[config.mk]
export PLATFORM = sky130hd
export DESIGN_NAME = tfs_regs
export DESIGN_NICKNAME = d
export VERILOG_FILES = /design/src/hw/tfs_pkg.sv /design/src/hw/tfs_sync.sv /design/src/hw/tfs_tach_meter.sv /design/src/hw/tfs_regs.sv
export SDC_FILE = /design/constraint.sdc
export NUM_CORES = 1
export LEC_CHECK = 0
export BUFFER_PORTS_ARGS = -buffer_cell sky130_fd_sc_hd__buf_2
export CAP_MARGIN = 20
export CELL_PAD_IN_SITES_DETAIL_PLACEMENT = 1
export CELL_PAD_IN_SITES_GLOBAL_PLACEMENT = 1
export CORE_AREA = 2 2 105 107
export CTS_CLUSTER_SIZE = 10
export DETAILED_ROUTE_END_ITERATION = 6
export DIE_AREA = 0 0 107 109
export HOLD_SLACK_MARGIN = 0.03
export MAX_ROUTING_LAYER = met4
export PLACE_DENSITY = 0.77
export SYNTH_ARGS = -nofsm -noshare
export SYNTH_HDL_FRONTEND = slang
export SYNTH_SLANG_ARGS = --single-unit
[constraint.sdc]
create_clock -name ref_clk_in -period 2.5 [get_ports ref_clk_in]
set_input_delay 0.25 -clock ref_clk_in [delete_from_list [all_inputs] [get_ports ref_clk_in]]
set_output_delay 0.25 -clock ref_clk_in [all_outputs]
set_load 0.05 [all_outputs]
[src/hw/tfs_pkg.sv]
// Package with register map, reset values and carrier types of the fan status block.
package tfs_pkg;
	localparam logic [7:0] ADDR_PRIMARY_CFG = 8'h00;
	localparam logic [7:0] ADDR_SECONDARY_CFG = 8'h01;
	localparam logic [7:0] ADDR_FAN_LIMIT_STATUS = 8'h02;
	localparam logic [7:0] ADDR_CRIT_INPUT_STATUS = 8'h03;
	localparam logic [7:0] ADDR_TACH_HIGH_LIMIT = 8'h10;
	localparam logic [7:0] RST_PRIMARY_CFG = 8'h90;
	localparam logic [7:0] RST_SECONDARY_CFG = 8'h7f;
	localparam logic [7:0] RST_STATUS = 8'h00;
	localparam logic [7:0] RST_TACH_HIGH_LIMIT = 8'hff;
	localparam int PCFG_MONITOR_BIT = 0;
	localparam int SCFG_PWM_EN_BIT = 0;
	localparam int SCFG_TACH_EN_BIT = 2;
	localparam int SCFG_LOCAL_IRQ_EN_BIT = 4;
	localparam int SCFG_REMOTE_IRQ_EN_BIT = 5;
	localparam int SCFG_DEVICE_RESET_BIT = 7;
	localparam int ST1_ALARM_SPEED = 0;
	localparam int ST1_FAN_FAULT = 1;
	localparam int ST1_REMOTE_HIGH = 2;
	localparam int ST1_REMOTE_LOW = 3;
	localparam int ST1_REMOTE_CRIT = 4;
	localparam int ST1_DIODE_ERR = 5;
	localparam int ST1_LOCAL_HIGH = 6;
	localparam int ST1_LOCAL_LOW = 7;
	localparam int ST2_LOCAL_CRIT = 6;
	localparam int ST2_OVERTEMP_IN = 7;
	localparam int SYNC_STAGES = 2;

	// Condition levels reported by the measurement logic each monitoring cycle.
	typedef struct packed {
		logic alarm_speed;
		logic remote_high;
		logic remote_low;
		logic remote_crit;
		logic local_high;
		logic local_low;
		logic local_crit;
	} tfs_cond_s;

	// Register access strobes from the serial interface.
	typedef struct packed {
		logic wr;
		logic rd;
		logic [7:0] addr;
		logic [7:0] wdata;
	} tfs_req_s;
endpackage

[src/hw/tfs_sync.sv]
// Two-stage synchroniser for a level from outside the clock domain.
`timescale 1ns/1ps
`default_nettype none
module tfs_sync #(
	parameter logic RESET_VALUE = 1'b0
) (
	// Clock and reset.
	input wire logic clk_in,
	input wire logic reset_in,
	// Level.
	input wire logic async_in,
	output logic sync_out
);
	logic stage1_r;

	always_ff @(posedge clk_in or posedge reset_in) begin
		if (reset_in) begin
			stage1_r <= RESET_VALUE;
			sync_out <= RESET_VALUE;
		end else begin
			stage1_r <= async_in;
			sync_out <= stage1_r;
		end
	end
endmodule
`default_nettype wire

[src/hw/tfs_tach_meter.sv]
// Counts monitor ticks between fan speed pulses and flags a slow or stalled fan.
`timescale 1ns/1ps
`default_nettype none
module tfs_tach_meter #(
	parameter int COUNT_W = 8
) (
	// Clock and reset.
	input wire logic clk_in,
	input wire logic reset_in,
	// Control.
	input wire logic enable_in,
	input wire logic tick_in,
	input wire logic pulse_in,
	input wire logic [COUNT_W-1:0] limit_in,
	// Result.
	output logic [COUNT_W-1:0] count_out,
	output logic slow_out
);
	logic [COUNT_W-1:0] run_r;
	logic pulse_d_r;
	logic rise;

	assign rise = pulse_in && !pulse_d_r;

	always_ff @(posedge clk_in or posedge reset_in) begin
		if (reset_in) begin
			pulse_d_r <= 1'b0;
		end else begin
			pulse_d_r <= pulse_in;
		end
	end

	// The running count saturates at all ones; a stalled fan leaves count_out at its last interval.
	always_ff @(posedge clk_in or posedge reset_in) begin
		if (reset_in) begin
			run_r <= '0;
			count_out <= '0;
		end else if (!enable_in) begin
			run_r <= '0;
		end else if (rise) begin
			count_out <= run_r;
			run_r <= '0;
		end else if (tick_in && run_r != '1) begin
			run_r <= run_r + 1'b1;
		end
	end

	// A slow fan is one whose interval passes the limit, stalled or not.
	always_ff @(posedge clk_in or posedge reset_in) begin
		if (reset_in) begin
			slow_out <= 1'b0;
		end else begin
			slow_out <= enable_in && (count_out > limit_in || run_r > limit_in);
		end
	end
endmodule
`default_nettype wire

[src/hw/tfs_regs.sv]
// Configuration and status register bank of the temperature monitor and fan controller.
`timescale 1ns/1ps
`default_nettype none
// What this block does
// - Fan drive output runs only while secondary config bit 0 is one.
// - Fan speed pulses are measured only while secondary config bit 2 is one.
// - Secondary config bit 4 gates local channel interrupts.
// - Bit 5 gates remote interrupts; resets one, cleared on power-up diode fault.
// - Writing one to bit 7 resets the device; bit self-clears, reads zero.
// - Alarm speed flag does not re-set after a read while alarm continues.
// - Fan fault flag re-sets each monitoring cycle while failure persists.
// - Remote high flag re-sets each monitoring cycle while above limit.
// - Remote low flag re-sets each monitoring cycle while below limit.
// - Remote critical flag clears on read and stays clear while condition lasts.
// - Remote diode error is tested at power-up and not cleared by reading.
// - Local high flag re-sets each monitoring cycle while above limit.
// - Local low flag re-sets each monitoring cycle while below limit.
// - Local critical flag clears on read and stays clear while condition lasts.
// - Overtemperature input low sets a clear-on-read flag and forces full fan speed.
// - Secondary config resets to 7f and primary config to 90.
// - Critical input status resets to zero; bits 0 to 5 read zero.
// - Monitoring cycles run only while primary config bit 0 is one.
// - Fan fault when pulse interval count exceeds tach limit, reset all ones.
module tfs_regs #(
	parameter int TACH_W = 8,
	parameter int CYCLE_LEN = 1024
) (
	// Clock and reset.
	input wire logic ref_clk_in,
	input wire logic reset_in,
	// Register access from the serial interface.
	input wire tfs_pkg::tfs_req_s req_in,
	output logic [7:0] rdata_out,
	// Measurement conditions and sensor pins.
	input wire tfs_pkg::tfs_cond_s cond_in,
	input wire logic diode_fault_in,
	input wire logic fan_pulse_in,
	input wire logic overtemp_n_in,
	input wire logic pwm_in,
	// Outputs to the pins and the rest of the device.
	output logic fan_pwm_out,
	output logic fan_pwm_en_out,
	output logic fan_full_speed_out,
	output logic local_irq_out,
	output logic remote_irq_out,
	output logic device_reset_out,
	output logic monitor_en_out,
	output logic [TACH_W-1:0] tach_count_out
);
	localparam int CYC_W = $clog2(CYCLE_LEN);

	logic [7:0] pcfg_r;
	logic [7:0] scfg_r;
	logic [7:0] st1_r;
	logic [1:0] st2_r;
	logic [TACH_W-1:0] tach_limit_r;
	logic [CYC_W-1:0] cyc_cnt_r;
	logic cycle_tick;
	logic alarm_seen_r;
	logic rcrit_seen_r;
	logic lcrit_seen_r;
	logic sreset_r;
	logic post_r;
	logic fan_slow;
	logic pulse_sync;
	logic ot_n_sync;
	logic wr_s1;
	logic rd_s1;
	logic rd_s2;
	logic [7:0] st1_set;
	logic [TACH_W-1:0] tach_count;

	function automatic logic hit(input tfs_pkg::tfs_req_s r, input logic [7:0] a);
		hit = r.addr == a;
	endfunction

	assign rd_s1 = req_in.rd && hit(req_in, tfs_pkg::ADDR_FAN_LIMIT_STATUS);
	assign rd_s2 = req_in.rd && hit(req_in, tfs_pkg::ADDR_CRIT_INPUT_STATUS);
	assign wr_s1 = req_in.wr;

	tfs_sync u_pulse_sync (
		.clk_in(ref_clk_in),
		.reset_in(reset_in),
		.async_in(fan_pulse_in),
		.sync_out(pulse_sync)
	);

	tfs_sync #(.RESET_VALUE(1'b1)) u_ot_sync (
		.clk_in(ref_clk_in),
		.reset_in(reset_in),
		.async_in(overtemp_n_in),
		.sync_out(ot_n_sync)
	);

	tfs_tach_meter #(.COUNT_W(TACH_W)) u_tach (
		.clk_in(ref_clk_in),
		.reset_in(reset_in),
		.enable_in(pcfg_r[tfs_pkg::PCFG_MONITOR_BIT] && scfg_r[tfs_pkg::SCFG_TACH_EN_BIT]),
		.tick_in(1'b1),
		.pulse_in(pulse_sync),
		.limit_in(tach_limit_r),
		.count_out(tach_count),
		.slow_out(fan_slow)
	);

	// ==========================================================
	// Monitoring cycle timer.
	// ==========================================================
	assign cycle_tick = pcfg_r[tfs_pkg::PCFG_MONITOR_BIT] && cyc_cnt_r == CYC_W'(CYCLE_LEN - 1);

	always_ff @(posedge ref_clk_in or posedge reset_in) begin
		if (reset_in) begin
			cyc_cnt_r <= '0;
		end else if (sreset_r || !pcfg_r[tfs_pkg::PCFG_MONITOR_BIT] || cycle_tick) begin
			cyc_cnt_r <= '0;
		end else begin
			cyc_cnt_r <= cyc_cnt_r + 1'b1;
		end
	end

	// ==========================================================
	// Configuration registers.
	// ==========================================================
	always_ff @(posedge ref_clk_in or posedge reset_in) begin
		if (reset_in) begin
			pcfg_r <= tfs_pkg::RST_PRIMARY_CFG;
			scfg_r <= tfs_pkg::RST_SECONDARY_CFG;
			tach_limit_r <= tfs_pkg::RST_TACH_HIGH_LIMIT;
			sreset_r <= 1'b0;
		end else if (sreset_r) begin
			pcfg_r <= tfs_pkg::RST_PRIMARY_CFG;
			scfg_r <= tfs_pkg::RST_SECONDARY_CFG;
			tach_limit_r <= tfs_pkg::RST_TACH_HIGH_LIMIT;
			sreset_r <= 1'b0;
		end else begin
			if (post_r && diode_fault_in) begin
				scfg_r[tfs_pkg::SCFG_REMOTE_IRQ_EN_BIT] <= 1'b0;
			end
			if (wr_s1 && hit(req_in, tfs_pkg::ADDR_PRIMARY_CFG)) begin
				pcfg_r <= req_in.wdata;
			end
			if (wr_s1 && hit(req_in, tfs_pkg::ADDR_SECONDARY_CFG)) begin
				scfg_r <= {1'b0, req_in.wdata[6:0]};
				sreset_r <= req_in.wdata[tfs_pkg::SCFG_DEVICE_RESET_BIT];
			end
			if (wr_s1 && hit(req_in, tfs_pkg::ADDR_TACH_HIGH_LIMIT)) begin
				tach_limit_r <= req_in.wdata[TACH_W-1:0];
			end
		end
	end

	// One-shot power-up test window for the remote diode.
	always_ff @(posedge ref_clk_in or posedge reset_in) begin
		if (reset_in) begin
			post_r <= 1'b1;
		end else begin
			post_r <= sreset_r;
		end
	end

	// ==========================================================
	// Status register one.
	// ==========================================================
	always_comb begin
		st1_set = '0;
		if (cycle_tick) begin
			st1_set[tfs_pkg::ST1_ALARM_SPEED] = cond_in.alarm_speed && !alarm_seen_r;
			st1_set[tfs_pkg::ST1_FAN_FAULT] = fan_slow;
			st1_set[tfs_pkg::ST1_REMOTE_HIGH] = cond_in.remote_high;
			st1_set[tfs_pkg::ST1_REMOTE_LOW] = cond_in.remote_low;
			st1_set[tfs_pkg::ST1_REMOTE_CRIT] = cond_in.remote_crit && !rcrit_seen_r;
			st1_set[tfs_pkg::ST1_LOCAL_HIGH] = cond_in.local_high;
			st1_set[tfs_pkg::ST1_LOCAL_LOW] = cond_in.local_low;
		end
		st1_set[tfs_pkg::ST1_DIODE_ERR] = post_r && diode_fault_in;
	end

	always_ff @(posedge ref_clk_in or posedge reset_in) begin
		if (reset_in) begin
			st1_r <= tfs_pkg::RST_STATUS;
		end else if (sreset_r) begin
			st1_r <= tfs_pkg::RST_STATUS;
		end else if (rd_s1) begin
			st1_r <= (st1_r & (8'h01 << tfs_pkg::ST1_DIODE_ERR)) | st1_set;
		end else begin
			st1_r <= st1_r | st1_set;
		end
	end

	// Conditions that do not re-set while they persist are remembered until they end.
	always_ff @(posedge ref_clk_in or posedge reset_in) begin
		if (reset_in) begin
			alarm_seen_r <= 1'b0;
			rcrit_seen_r <= 1'b0;
			lcrit_seen_r <= 1'b0;
		end else if (sreset_r) begin
			alarm_seen_r <= 1'b0;
			rcrit_seen_r <= 1'b0;
			lcrit_seen_r <= 1'b0;
		end else if (cycle_tick) begin
			alarm_seen_r <= cond_in.alarm_speed;
			rcrit_seen_r <= cond_in.remote_crit;
			lcrit_seen_r <= cond_in.local_crit;
		end
	end

	// ==========================================================
	// Status register two.
	// ==========================================================
	always_ff @(posedge ref_clk_in or posedge reset_in) begin
		if (reset_in) begin
			st2_r <= '0;
		end else if (sreset_r) begin
			st2_r <= '0;
		end else begin
			st2_r[0] <= (st2_r[0] && !rd_s2)
				|| (cycle_tick && cond_in.local_crit && !lcrit_seen_r);
			st2_r[1] <= (st2_r[1] && !rd_s2) || !ot_n_sync;
		end
	end

	// ==========================================================
	// Read data and outputs.
	// ==========================================================
	always_ff @(posedge ref_clk_in or posedge reset_in) begin
		if (reset_in) begin
			rdata_out <= 8'h00;
		end else if (req_in.rd) begin
			unique case (req_in.addr)
				tfs_pkg::ADDR_PRIMARY_CFG: rdata_out <= pcfg_r;
				tfs_pkg::ADDR_SECONDARY_CFG: rdata_out <= scfg_r;
				tfs_pkg::ADDR_FAN_LIMIT_STATUS: rdata_out <= st1_r;
				tfs_pkg::ADDR_CRIT_INPUT_STATUS: rdata_out <= {st2_r, 6'h00};
				tfs_pkg::ADDR_TACH_HIGH_LIMIT: rdata_out <= 8'(tach_limit_r);
				default: rdata_out <= 8'h00;
			endcase
		end
	end

	always_ff @(posedge ref_clk_in or posedge reset_in) begin
		if (reset_in) begin
			fan_pwm_out <= 1'b0;
			fan_pwm_en_out <= 1'b0;
			fan_full_speed_out <= 1'b0;
			local_irq_out <= 1'b0;
			remote_irq_out <= 1'b0;
			device_reset_out <= 1'b0;
			monitor_en_out <= 1'b0;
			tach_count_out <= '0;
		end else begin
			fan_pwm_en_out <= scfg_r[tfs_pkg::SCFG_PWM_EN_BIT];
			fan_full_speed_out <= !ot_n_sync || st2_r[1];
			fan_pwm_out <= scfg_r[tfs_pkg::SCFG_PWM_EN_BIT]
				&& (pwm_in || !ot_n_sync || st2_r[1]);
			local_irq_out <= scfg_r[tfs_pkg::SCFG_LOCAL_IRQ_EN_BIT]
				&& (st1_r[tfs_pkg::ST1_LOCAL_HIGH] || st1_r[tfs_pkg::ST1_LOCAL_LOW]
				|| st2_r[0]);
			remote_irq_out <= scfg_r[tfs_pkg::SCFG_REMOTE_IRQ_EN_BIT]
				&& (|st1_r[tfs_pkg::ST1_DIODE_ERR:tfs_pkg::ST1_REMOTE_HIGH]);
			device_reset_out <= sreset_r;
			monitor_en_out <= pcfg_r[tfs_pkg::PCFG_MONITOR_BIT];
			tach_count_out <= tach_count;
		end
	end
endmodule
`default_nettype wire

==> summary.md <==
| Metric | Value |
|---|---|
| Outcome | `finished, final reports clean` |
| Min cycle time layout | `1900 ps` |
| Area share of the largest cell type after synthesis | `43.1%` |
| Drt total wl | `about 9.7 mm` |
| Netlist cell types | `47` |
| Fin. max-slew vios | `0` |
| Adder-cell share of the synthesized area | `5.32%` |
| Max-slew headroom | `between 50% and 60%` |
| Standard-cell rows | `38` |
| Final hold viol count | `0` |
| Internal | `2.25 mW` |
| Post-Synth XOR/XNOR Area | `under 10%` |
| Synth Warn # | `0` |
| CP required | `2790 ps` |
| First drt pass iteration count | `4` |
| Ranking of synthesized cells by area | `dfrtp_1 (43%), dfstp_2 (12%), ha_1 (5.3%), mux2i_1 (4.0%), a21oi_1 (3.9%)` |
| Max VDD drop | `0.347 mV` |
| Ports | `54` |
| R2r startpoint | `cyc_cnt_r[0]$_DFF_PP0_` |
| Tightest Pin Transition | `slightly below 700 ps` |
| # fillers | `1,201` |
| Global-route usage over all layers | `18.5%` |
| Die area | `~12,000 um^2` |
| Slack of the critical path | `602 ps` |
| Synth Area in Compound Gates | `between 10% and 20%` |
| Switching share of total power | `25.1%` |
| Sw Pwr | `0.752 mW` |
| Global-route wire length before repair | `16.1 mm` |
| Simple-Gate Fraction of Synth Area | `17.0%` |
| Post-route DRC | `0` |
| CTS tree | `yes` |
| Footprint of the multi-input gates | `roughly 1800 um^2` |
| Crit. Startpoint | `cyc_cnt_r[0]$_DFF_PP0_` |
| Clk pin slew, worst setup/hold paths | `90 ps` |
| Grt total ovfl | `0` |
| Power Dens Cells | `612 nW/um^2` |
| Seq/Total Area, Yosys | `55.5%` |
| FF-to-FF path depth | `6` |
| H-tree Lvls | `3` |
| Initial Utilization | `approximately two fifths` |
| Depth of the worst hold-timing path | `2` |
| Max-Cap Viols | `0` |
| Routability-driven placement congestion ratio | `0.804` |
| FF+latch count, synth | `93` |
| Synthesized Nets | `434` |
| Clk pwr share | `approximately 37%` |
| Peak Freq | `around 530 MHz` |
| CTS Buf Count | `9` |
| DIE WIDTH | `107 um` |
| Setup TNS | `0 ps` |
| Post-synth EDFFs | `0` |
| Final setup viols | `0` |
| Post-DP HPWL | `6.92 mm` |
| Ys async rst share | `100%` |
| Clock Skews | `19.1 ps` |
| I/O Buffers | `53` |
| CTS root buffer | `clkbuf_8` |
| Mapped Area | `around 4200 um^2` |
| Main flop type after synthesis | `dfrtp_1` |
| Flop pwr share | `around 54%` |
| Crit Path Class | `reg -> reg` |
| RSZ-0062 raised after global routing | `false` |
| Via Count | `3,064` |
| Die height | `109 um` |
| Number of global-route vias before repair | `3,203` |
| Iteration-0 DRC Markers | `131` |
| Initial antenna violation count | `0` |
| Hold wc startpoint | `pwm_in` |
| Num Clock Sinks | `93` |
| Combinational share of power | `9.5%` |
| Pre-CTS setup slack | `approximately 520 ps` |
| DR WL/cell | `16.5 um` |
| Worst skew pair latency | `370 ps` |
| Synthesis-to-layout area growth | `15.9%` |
| Hold WC Path Type | `in -> reg` |
| Detail Route Antenna Nets | `0` |
| Pleak | `2.30 nW` |
| Critical path endpoint category | `flip-flop` |
| FF-to-FF setup slack | `between 600 and 700 ps` |
| Syn_area_per_cell | `11.0 um^2` |
| Largest family of logic cells by synthesized area | `simple AND/OR/NAND/NOR gates` |
| Tcrit/Tclk final | `75.9%` |
| CP Launch Type | `flip-flop` |
| Leading area contributor after synthesis | `dfrtp_1` |
| Critical Path AT | `2190 ps` |
| Storage cell area | `2350 um^2` |
| Number of diodes | `0` |
| Largest net degree at the start of global routing | `between 90 and 100` |
| Layout Nets | `approximately 500` |
| Crit path max fanout | `9` |
| Vias/cell | `~5.2` |
| Core ar. | `10,600 um^2` |
| CTS Buffer Depth | `2` |
| Share of cells above drive strength 1 | `26.0%` |
| Syn Inst Count | `385` |
| Mux cell area share after synthesis | `5.88%` |
## registers in the layout (all words and copies together), names as in the netlist, 8 cells and up
| register | count |
|---|---|
| tach_limit_r | 8 |
| rdata_out | 8 |
| u_tach.count_out | 8 |
| u_tach.run_r | 8 |
| cyc_cnt_r | 10 |
| st1_r | 8 |
| pcfg_r | 8 |
| tach_count_out | 8 |
## final cells by class
| class | instances | share of cell area, % |
|---|---|---|
| Sequential cell | 93 | 47.9 |
| Timing Repair Buffer | 61 | 7.04 |
| Multi-Input combinational cell | 260 | 35.7 |
| Clock buffer | 10 | 2.60 |
| Inverter | 17 | 1.38 |
| Tap cell | 140 | 3.57 |
| Clock inverter | 6 | 1.78 |
## cells by family after synthesis
family / count (synthesis)
xor gates and xnor gates: 10
buffers and inverters: 32
muxes: 24
AOI/OAI and AO/OA: 75
DFF: 93
and+or+nand+nor: 133
adders and majority gates: 18
## worst paths after layout
path                                              endpoint
max                                 cyc_cnt_r[8]$_DFF_PP0_
min                                  fan_pwm_out$_DFF_PP0_
max reg2reg                         cyc_cnt_r[8]$_DFF_PP0_
min reg2reg                u_pulse_sync.sync_out$_DFF_PP0_
max in group asynchronous            scfg_r[3]$_DFFE_PP1P_
min in group asynchronous         remote_irq_out$_DFF_PP0_
## Yosys cell counts, drive strengths merged (2+ instances only)
master,n
clkbuf,11
mux2i,17
nor2,39
a31oi,2
and3,2
a32o,3
a211oi,4
xor2,6
mux2,7
xnor2,4
dfstp,20
nand2,31
inv,17
a21oi,33
a22o,8
buf,4
nor3b,2
ha,18
dfrtp,73
nor2b,9
o21ai,15
o31ai,3
nor3,21
and3b,2
nand4,7
nand3,12
## routing by layer
layer  up-vias  part of all wire [%]  GRT usage, %  wire length [um]
li1       1473                     -             -                 -
met1      1539                    46          23.3              4450
met2        39                    50          30.6              4820
met3        13                   2.2          2.03               212
met4         0                   1.7          7.61               168
met5         -                     0             -                 0
## per-stage QoR
step / hold WS, ps / cell area [um^2] / power (mW) / util, % / std cells
floorplan: 254 / 4240 / 1.83 / - / 385
global placement: 339 / 4660 / 1.92 / 44.0 / 568
detailed placement: 341 / 4660 / 1.94 / 44.0 / 568
CTS: 86.6 / 4910 / 3.04 / 46.3 / 587
global route: 89.6 / 4910 / 3.13 / 46.3 / 587
finish: 103 / 4910 / 3.00 / 46.3 / 587
## timing repair
action | 4_1_cts | 5_1_grt
buffers inserted | 0 | 0
endpoints found under the hold margin | 23 | 0
hold buffers | 3 | 0
gates resized for setup | 0 | 0
## worst max-delay path, cell delays in order, from the launching register on
cell     delay, ps
dfrtp_1        420
ha_1           240
nand3_1        120
nor2_1         110
a41oi_1        430
nand2_1        310
nor2_1         190
## power groups by stage
stage	combinational, mW	sequential [mW]	clock [mW]
2_1_floorplan	0.178	1.65	0
3_3_place_gp	0.276	1.64	0
3_5_place_dp	0.289	1.65	0
4_1_cts	0.293	1.62	1.13
5_1_grt	0.325	1.63	1.18
6_report	0.286	1.62	1.10
## cells in the final DEF, fill, tap and decap left out, types with 4 or more instances in the layout
cell / n
inv_1: 16
nand3_1: 12
nand4_1: 7
a21oi_1: 33
buf_2: 53
nor2b_1: 9
dfstp_2: 20
clkinvlp_4: 4
nor2_1: 38
o21ai_0: 15
clkbuf_8: 9
buf_4: 4
a22o_2: 5
dfrtp_1: 73
xor2_1: 6
xnor2_1: 4
mux2i_1: 17
a211oi_1: 4
nand2_1: 31
mux2_2: 7
nor3_1: 20
ha_1: 18
Note: power is estimated with default switching activity, not from simulation.
